**src/add_family_consts.svh**
```systemverilog
// constants for the accumulator add datapath: opcodes, reset values, widths
// assumes inclusion by its bare name
`ifndef ADD_FAMILY_CONSTS_SVH
`define ADD_FAMILY_CONSTS_SVH

`define OP_ADD_CARRY_HI    8'h0c
`define OP_LONG_ADD_HI     8'h07
`define OP_ADD_PRODUCT     16'h10ac
`define OP_ADD_TO_MEM      16'h5601
`define OP_ADD_TO_MEM_EXT  8'h00
`define SAT_POS_VALUE      32'h7fffffff
`define SAT_NEG_VALUE      32'h80000000
`define SUM_RESET          32'h00000000
`define SHIFT_LEFT_ONE     3'h0
`define SHIFT_RIGHT_BIAS   3'h1
`define REP_COUNT_W        8
`define OVC_DEFAULT_W      6

`endif

```
**src/add_family_pkg.sv**
```systemverilog
// types shared by the accumulator add datapath
// assumes nothing beyond a SystemVerilog compiler
package add_family_pkg;

  typedef enum logic [1:0] {
    op_add_carry  = 2'b00,
    op_long_add   = 2'b01,
    op_add_prod   = 2'b10,
    op_add_to_mem = 2'b11
  } op_kind_t;

  typedef enum logic {
    st_idle   = 1'b0,
    st_repeat = 1'b1
  } seq_state_t;

endpackage

```
**src/adder_if.sv**
```systemverilog
// operand and result bundle between the sequencer and the adder core
// assumes both ends run in the core clock domain
`timescale 1ns/10ps
`default_nettype none

interface adder_if;
  logic [31:0] a;
  logic [31:0] b;
  logic        cin;
  logic        sat;
  logic [31:0] result;
  logic        carry;
  logic        ovf_pos;
  logic        ovf_neg;

  modport seq   (output a, b, cin, sat, input result, carry, ovf_pos, ovf_neg);
  modport adder (input a, b, cin, sat, output result, carry, ovf_pos, ovf_neg);
endinterface

`default_nettype wire

```
**src/sat_adder.sv**
```systemverilog
// combinational 32-bit adder with carry, signed overflow and saturation
// assumes its inputs are held stable within the core clock cycle
`timescale 1ns/10ps
`default_nettype none

module sat_adder
  import add_family_pkg::*;
(
  adder_if.adder bus
);
`include "add_family_consts.svh"

  wire [32:0] raw_sum;
  wire        same_sign;
  wire        sign_flip;

  // -------------------------------------------------------------------
  // sum and overflow
  // -------------------------------------------------------------------
  assign raw_sum     = {1'b0, bus.a} + {1'b0, bus.b} + {32'h0, bus.cin};
  assign bus.carry   = raw_sum[32];
  assign same_sign   = (bus.a[31] == bus.b[31]);
  assign sign_flip   = (raw_sum[31] != bus.a[31]);
  assign bus.ovf_pos = same_sign & sign_flip & ~bus.a[31];
  assign bus.ovf_neg = same_sign & sign_flip & bus.a[31];

  // -------------------------------------------------------------------
  // saturation
  // -------------------------------------------------------------------
  assign bus.result = (bus.sat && bus.ovf_pos) ? `SAT_POS_VALUE :
                      (bus.sat && bus.ovf_neg) ? `SAT_NEG_VALUE :
                      raw_sum[31:0];

endmodule

`default_nettype wire

```
**src/accumulator_add_family.sv**
```systemverilog
// execution datapath for the four accumulator add instructions
// assumes opcode fetch, operand fetch and memory write handling live outside
//
// Contract
// - upper byte 0x0c decodes unsigned add with carry
// - zero-extend 16-bit operand, add it plus carry
// - carry before execution feeds in, then overwritten
// - upper byte 0x07 decodes 32-bit memory add
// - opcode 0x10ac adds shifted product register
// - left shift zero fills, right shift sign extends
// - 0x5601 in compat mode adds into memory
// - negative flag copies result bit 31
// - carry flag follows carry out
// - overflow flag only ever set here
// - counter steps on overflow unless saturating
// - repeated memory or product add runs count+1
// - zero, negative, carry reflect final iteration
// - any iteration overflow sets overflow flag
// - counter counts every iteration overflow unless saturating
`timescale 1ns/10ps
`default_nettype none
`include "add_family_consts.svh"

module accumulator_add_family
  import add_family_pkg::*;
#(
  parameter int OVC_W = `OVC_DEFAULT_W
)(
  input  wire logic                    clk,
  input  wire logic                    rst,
  input  wire logic                    op_valid,
  input  wire logic [15:0]             opcode,
  input  wire logic [15:0]             opcode_ext,
  input  wire logic [31:0]             operand,
  input  wire logic [31:0]             product,
  input  wire logic [2:0]              product_shift_field,
  input  wire logic                    saturation_mode_bit,
  input  wire logic                    code_compat_mode,
  input  wire logic                    repeat_prefix,
  input  wire logic [`REP_COUNT_W-1:0] repeat_count,
  output logic [31:0]                  sum_register,
  output logic                         zero_flag,
  output logic                         negative_flag,
  output logic                         carry_flag,
  output logic                         overflow_flag,
  output logic [OVC_W-1:0]             overflow_counter,
  output logic                         mem_write_valid,
  output logic [31:0]                  mem_write_data,
  output logic                         busy,
  output logic                         op_done,
  output logic [`REP_COUNT_W-1:0]      repeat_left
);

  adder_if add_bus ();

  seq_state_t state;
  op_kind_t   kind;

  wire        is_add_carry;
  wire        is_long_add;
  wire        is_add_prod;
  wire        is_add_to_mem;
  wire        is_legal;
  wire        accept;
  wire        exec;
  wire        repeatable;
  wire        start_repeat;
  wire        last_iter;
  wire        single_issue;
  op_kind_t   dec_kind;
  op_kind_t   cur_kind;
  wire [31:0] shifted_product;
  wire [31:0] next_sum;
  wire [OVC_W-1:0] next_ovc;

  // -------------------------------------------------------------------
  // decode
  // -------------------------------------------------------------------
  assign is_add_carry  = (opcode[15:8] == `OP_ADD_CARRY_HI);
  assign is_long_add   = (opcode[15:8] == `OP_LONG_ADD_HI);
  assign is_add_prod   = (opcode == `OP_ADD_PRODUCT);
  assign is_add_to_mem = (opcode == `OP_ADD_TO_MEM) && code_compat_mode
                         && (opcode_ext[15:8] == `OP_ADD_TO_MEM_EXT);
  assign is_legal      = is_add_carry | is_long_add | is_add_prod | is_add_to_mem;
  assign dec_kind      = is_add_carry ? op_add_carry :
                         is_long_add ? op_long_add :
                         is_add_prod ? op_add_prod : op_add_to_mem;

  // -------------------------------------------------------------------
  // sequencing
  // -------------------------------------------------------------------
  assign accept       = (state == st_idle) && op_valid && is_legal;
  assign exec         = accept || (state == st_repeat);
  assign cur_kind     = (state == st_repeat) ? kind : dec_kind;
  assign repeatable   = (dec_kind == op_long_add) || (dec_kind == op_add_prod);
  assign start_repeat = accept && repeatable && repeat_prefix
                        && (repeat_count != '0);
  assign last_iter    = (repeat_left == `REP_COUNT_W'(1));
  assign single_issue = accept && !start_repeat;

  // -------------------------------------------------------------------
  // operand selection
  // -------------------------------------------------------------------
  assign shifted_product = (product_shift_field == `SHIFT_LEFT_ONE) ?
                           {product[30:0], 1'b0} :
                           32'($signed(product) >>>
                               (product_shift_field - `SHIFT_RIGHT_BIAS));

  assign add_bus.a   = (cur_kind == op_add_to_mem) ? operand : sum_register;
  assign add_bus.b   = (cur_kind == op_add_carry)  ? {16'h0000, operand[15:0]} :
                       (cur_kind == op_add_prod)   ? shifted_product :
                       (cur_kind == op_add_to_mem) ? sum_register : operand;
  assign add_bus.cin = (cur_kind == op_add_carry) ? carry_flag : 1'b0;
  assign add_bus.sat = saturation_mode_bit;

  sat_adder u_adder (
    .bus (add_bus)
  );

  assign next_sum = (cur_kind == op_add_to_mem) ? sum_register : add_bus.result;
  assign next_ovc = saturation_mode_bit ? overflow_counter :
                    add_bus.ovf_pos ? overflow_counter + OVC_W'(1) :
                    add_bus.ovf_neg ? overflow_counter - OVC_W'(1) :
                    overflow_counter;

  // -------------------------------------------------------------------
  // state
  // -------------------------------------------------------------------
  always_ff @(posedge clk) begin
    if (rst) begin
      state       <= st_idle;
      kind        <= op_add_carry;
      repeat_left <= '0;
      busy        <= 1'b0;
    end else begin
      unique case (state)
        st_idle: begin
          if (start_repeat) begin
            state       <= st_repeat;
            kind        <= dec_kind;
            repeat_left <= repeat_count;
            busy        <= 1'b1;
          end else if (accept) begin
            repeat_left <= '0;
          end
        end
        st_repeat: begin
          repeat_left <= repeat_left - `REP_COUNT_W'(1);
          if (last_iter) begin
            state <= st_idle;
            busy  <= 1'b0;
          end
        end
      endcase
    end
  end

  // -------------------------------------------------------------------
  // results and flags
  // -------------------------------------------------------------------
  always_ff @(posedge clk) begin
    if (rst) begin
      sum_register     <= `SUM_RESET;
      zero_flag        <= 1'b0;
      negative_flag    <= 1'b0;
      carry_flag       <= 1'b0;
      overflow_flag    <= 1'b0;
      overflow_counter <= '0;
      mem_write_valid  <= 1'b0;
      mem_write_data   <= 32'h00000000;
      op_done          <= 1'b0;
    end else begin
      mem_write_valid <= exec && (cur_kind == op_add_to_mem);
      op_done         <= (accept && !start_repeat)
                         || ((state == st_repeat) && last_iter);
      if (exec) begin
        sum_register     <= next_sum;
        zero_flag        <= (add_bus.result == 32'h00000000);
        negative_flag    <= add_bus.result[31];
        carry_flag       <= add_bus.carry;
        overflow_flag    <= overflow_flag | add_bus.ovf_pos | add_bus.ovf_neg;
        overflow_counter <= next_ovc;
        mem_write_data   <= add_bus.result;
      end
    end
  end

  // -------------------------------------------------------------------
  // checks
  // -------------------------------------------------------------------
  add_carry_decode_a: assert property (@(posedge clk) disable iff (rst)
    accept && opcode[15:8] == 8'h0c |-> cur_kind == op_add_carry && add_bus.cin == carry_flag)
    else $error("add with carry misdecoded");

  zero_flag_a: assert property (@(posedge clk) disable iff (rst)
    exec |=> zero_flag == ($past(add_bus.result) == 32'h00000000))
    else $error("zero flag wrong");

  neg_flag_a: assert property (@(posedge clk) disable iff (rst)
    exec |=> negative_flag == $past(add_bus.result[31]))
    else $error("negative flag wrong");

  carry_flag_a: assert property (@(posedge clk) disable iff (rst)
    exec && (add_bus.a[31] & add_bus.b[31]) |=> carry_flag)
    else $error("carry flag missed");

  sticky_ovf_a: assert property (@(posedge clk) disable iff (rst)
    overflow_flag |=> overflow_flag)
    else $error("overflow flag cleared");

  ovc_count_a: assert property (@(posedge clk) disable iff (rst)
    exec && !saturation_mode_bit && add_bus.ovf_pos
    |=> overflow_counter == $past(overflow_counter) + OVC_W'(1))
    else $error("overflow counter not incremented");

  ovc_hold_a: assert property (@(posedge clk) disable iff (rst)
    exec && saturation_mode_bit |=> $stable(overflow_counter))
    else $error("overflow counter moved while saturating");

  sat_pos_a: assert property (@(posedge clk) disable iff (rst)
    exec && saturation_mode_bit && add_bus.ovf_pos && cur_kind != op_add_to_mem
    |=> sum_register == 32'h7fffffff)
    else $error("positive saturation missing");

  repeat_len_a: assert property (@(posedge clk) disable iff (rst)
    start_repeat && repeat_count == 8'h03 |=> busy [*3] ##1 !busy)
    else $error("repeat length wrong");

  no_repeat_a: assert property (@(posedge clk) disable iff (rst)
    accept && !repeatable |=> !busy && repeat_left == '0 && op_done)
    else $error("unrepeatable form repeated");

  one_cycle_a: assert property (@(posedge clk) disable iff (rst)
    single_issue |=> op_done ##1 (op_done == $past(single_issue)))
    else $error("single add not done in one cycle");

endmodule

`default_nettype wire

```
**config.mk**
```make
export PLATFORM = sky130hd
export DESIGN_NAME = accumulator_add_family
export DESIGN_NICKNAME = d
export VERILOG_FILES = /design/src/add_family_pkg.sv /design/src/adder_if.sv /design/src/sat_adder.sv /design/src/accumulator_add_family.sv
export VERILOG_INCLUDE_DIRS = /design/src
export SDC_FILE = /design/constraint.sdc
export NUM_CORES = 1
export LEC_CHECK = 0
export ABC_AREA = 1
export BUFFER_PORTS_ARGS = -buffer_cell sky130_fd_sc_hd__buf_4
export CORE_ASPECT_RATIO = 1.25
export CORE_MARGIN = 2
export CORE_UTILIZATION = 41
export DETAILED_ROUTE_END_ITERATION = 16
export PLACE_DENSITY_LB_ADDON = 0.3
export SLEW_MARGIN = 20
export SYNTH_ARGS = -nofsm -noshare
export SYNTH_HDL_FRONTEND = slang
export SYNTH_SLANG_ARGS = --single-unit
```
**constraint.sdc**
```tcl
create_clock -name clk -period 5.92 [get_ports clk]
set_clock_uncertainty 0.1 [all_clocks]
set_input_delay 0.296 -clock clk [delete_from_list [all_inputs] [get_ports clk]]
set_output_delay 0.296 -clock clk [all_outputs]
set_load 0.05 [all_outputs]
```
==> reports/results.ini <==
[critical_path]
endpoint = overflow_counter[5]
r2r_cells = 26
arrival_ns = 5.43
start_kind = flop
r2r_start = state
crit_path_start = state
path_max_fanout = 19
required_ns = 6.10
crit_path_end_kind = flop
criticalPathCategory = flop to flop
worst_r2r_endpoint = overflow_counter[5]
reg2reg_setup_slack_ns = 0.68

[timing]
finalSetupViolCount = 0
rsz0062_at_grt = no
tightest_slew_ns = 0.921
min_period_ns = 5.24
setup_tns_ns = 0
timing.slew.headroom = 0.385
drv_slew = 0
hold_viol = 0
post-route-period-util = 0.886
clock.fmax_ghz = 0.191

[clock_network]
clkTransAtPathRegs_ns = 0.07
clock-sinks = 87
cts_max_level = 3
cts_tree = done
cts_resized = 0
holdBufCountCts = 0
clk_root_buffer_cell = clkbuf_16
postCtsSetupRepairBufs = 0
cts_buffers = 9
clk_path_buf_depth = 2
clock_latency_ns = 0.35

[synthesis]
netlist_instances = 1394
synthAdderAreaFrac = 0.0660
synthMuxAreaShare = 0.0157
synth_edf_count = 0
yosysWarnings = 0
synth_compound_area_frac = 0.276
synthTopCellsByArea = dfxtp_1, nand2_1, o21ai_0, inv_1, a21oi_1
yosysTopAreaCell = dfxtp_1
synthSimpleGateAreaFrac = 0.282
synth-xor-area-share = 0.0253
synth-seq-cells = 87
postSynth.asyncResetShare = 0
ys_top_cells_by_count = nand2_1, inv_1, o21ai_0
synth_area_mm2 = 0.00831
synth_nets = 1549
synth_top_cell_area_share = 0.210
synth.distinct_cells = 49
synth_top_family_by_area = simple AND/OR/NAND/NOR gates
synth.avg_cell_area_um2 = 5.96
ys_seq_area_frac = 0.210
synth_most_common_cell = nand2_1
ys.flop_type = dfxtp_1

[grt]
grt_pass1_vias = 9087
antenna_found_initial = 0
grt_max_degree = 71
grt_overflow = 0
grtUsageTotal = 0.265
grt_pass1_wl_mm = 46.2

[floorplan]
core-area_mm2 = 0.0200
die_height_um = 163
initial_core_util = 0.415
die_area_mm2 = 0.0214
ios = 198
fp.dieW_um = 131
rows = 58

[drt]
wl_per_cell_um = 16.0
ant_nets = 0
drt_wl_total_mm = 29.1
viasPerCell = 5.42
drt-pass1-iter-count = 5
drcViolationCount = 0
drtIter0Drc = 670
num_vias = 9830

[finish]
n_antenna_cell = 0
drive_gt1_frac = 0.159
n_fill_cell = 2193
fin_nets = 1693
multi_input_area_mm2 = 0.00553
syn_to_final_growth_pct = 22.5
seqCellArea_mm2 = 0.00174
fin_area_mm2 = 0.0102

[worst_hold_path]
holdCritPathClass = primary input to flop

[power_and_ir_drop]
peakVddDrop_mv = 0.125
leakagePower_nw = 5.45
power_mw = 1.52
power_density_mw_per_mm2 = 149

[place]
place_area_mm2 = 0.00989
port_buffers = 189
gp_congestion = 0.966
dp_hpwl_mm = 23.4

[job]
drv_cap = 0

[outcome]
outcome = finished, final reports clean

-- worst max-delay path, cell delays in order, from the launching register on --
cell	delay [ns]
dfxtp_1	0.34
clkinv_1	0.24
nand3_1	0.23
nand2_4	0.19
nor2_1	0.62
buf_4	0.32
a21oi_1	0.10
ha_1	0.38
a21oi_1	0.31
nand2_1	0.13
a21oi_1	0.13
nand2_1	0.15
nand2_1	0.12
nand2_1	0.11
nand2_1	0.11
inv_1	0.06
nand2_1	0.21
ha_1	0.33
a21oi_1	0.14
nand2_1	0.10
nand2_1	0.07
nand2_1	0.05
a21oi_1	0.17
xor2_1	0.09
nor2_1	0.16
o21ai_1	0.08
a21oi_1	0.14
-- cell usage in the layout (no fill, tap or decap), types with 2 or more instances in the layout --
master      netlist  routed
a211oi_1          3       3
a21oi_1         109     109
a221oi_1          8       8
a22oi_1           7       7
a31oi_1           8       8
buf_4             1     205
clkbuf_16         0       9
clkinv_1          4       2
clkinv_4          0       2
clkinvlp_4        0       2
dfxtp_1          87      87
fa_1              3       3
ha_1             39      39
inv_1           191     191
inv_2             4       5
mux2i_1          13      13
nand2_1         339     339
nand2_4           4       4
nand3_1          85      85
nand3_2           2       2
nand3b_1          2       2
nand4_1          11      11
nor2_1           86      86
nor2_2            2       2
nor3_1            9       9
nor4_1            4       4
o211ai_1         43      43
o21ai_0         176     176
o21ai_1           4       4
o21bai_1         15      15
o221ai_1          2       2
o22ai_1          20      20
or2_2             5       5
xnor2_1           7       7
xor2_1           17      16
-- how the worst min path moves through the flow --
stage | start | to | slack, ns | depth (start not counted)
2_1_floorplan | rst | repeat_left[2] | 0.30 | 1
3_3_place_gp | overflow_counter[5] | overflow_counter[5] | 0.35 | 1
3_5_place_dp | overflow_counter[5] | overflow_counter[5] | 0.35 | 1
4_1_cts | repeat_count[3] | repeat_left[3] | 0.09 | 3
5_1_grt | repeat_count[5] | repeat_left[5] | 0.11 | 3
6_report | repeat_count[3] | repeat_left[3] | 0.09 | 3
-- power breakdown --
group / internal, mW / leakage (nW) / total (mW) / switching [mW]
registers: 0.587 / 0.701 / 0.588 / 0.00119
logic: 0.142 / 4.61 / 0.382 / 0.240
clock network: 0.299 / 0.132 / 0.551 / 0.252
-- state kept, by name, indices dropped and copies added (netlist names), 2 cells and up --
signal	flops
sum_register	32
mem_write_data	31
repeat_left	8
overflow_counter	6
kind	2
-- cell type report --
cell class                      instances  share of cell area
Inverter                              199              0.0735
Timing Repair Buffer                  205               0.151
Clock inverter                          5             0.00406
Clock buffer                           11              0.0239
Tap cell                              270              0.0332
Sequential cell                        87               0.171
Multi-Input combinational cell       1036               0.543
-- layer usage --
metal	routed length [um]	vias up	part of all wire	track usage
met5	0	-	0	0
met4	935	0	0.032	0.0944
met3	1940	50	0.067	0.0348
met2	13700	372	0.47	0.464
met1	12400	4476	0.43	0.336
li1	-	4932	-	-
-- kinds of logic after synthesis --
| family | count (synthesis) |
|---|---|
| XOR/XNOR | 24 |
| multiplexers | 13 |
| AO/OA/AOI/OAI | 403 |
| flip-flops | 87 |
| AND/OR/NAND/NOR | 554 |
| adder cells (fa/ha/maj) | 42 |
| buffers and inverters | 271 |
-- per-stage QoR --
stage | hold WS, ns | worst slack, ns | instances | utilization
3_3_place_gp | 0.348 | 0.638 | 1797 | 0.494
5_1_grt | 0.113 | 0.256 | 1813 | 0.508
2_1_floorplan | 0.303 | 0.750 | 1394 | -
4_1_cts | 0.0897 | 0.717 | 1813 | 0.508
3_5_place_dp | 0.354 | 0.549 | 1797 | 0.494
6_report | 0.0876 | 0.675 | 1813 | 0.508
No activity file was read; power rests on OpenSTA's default activity.
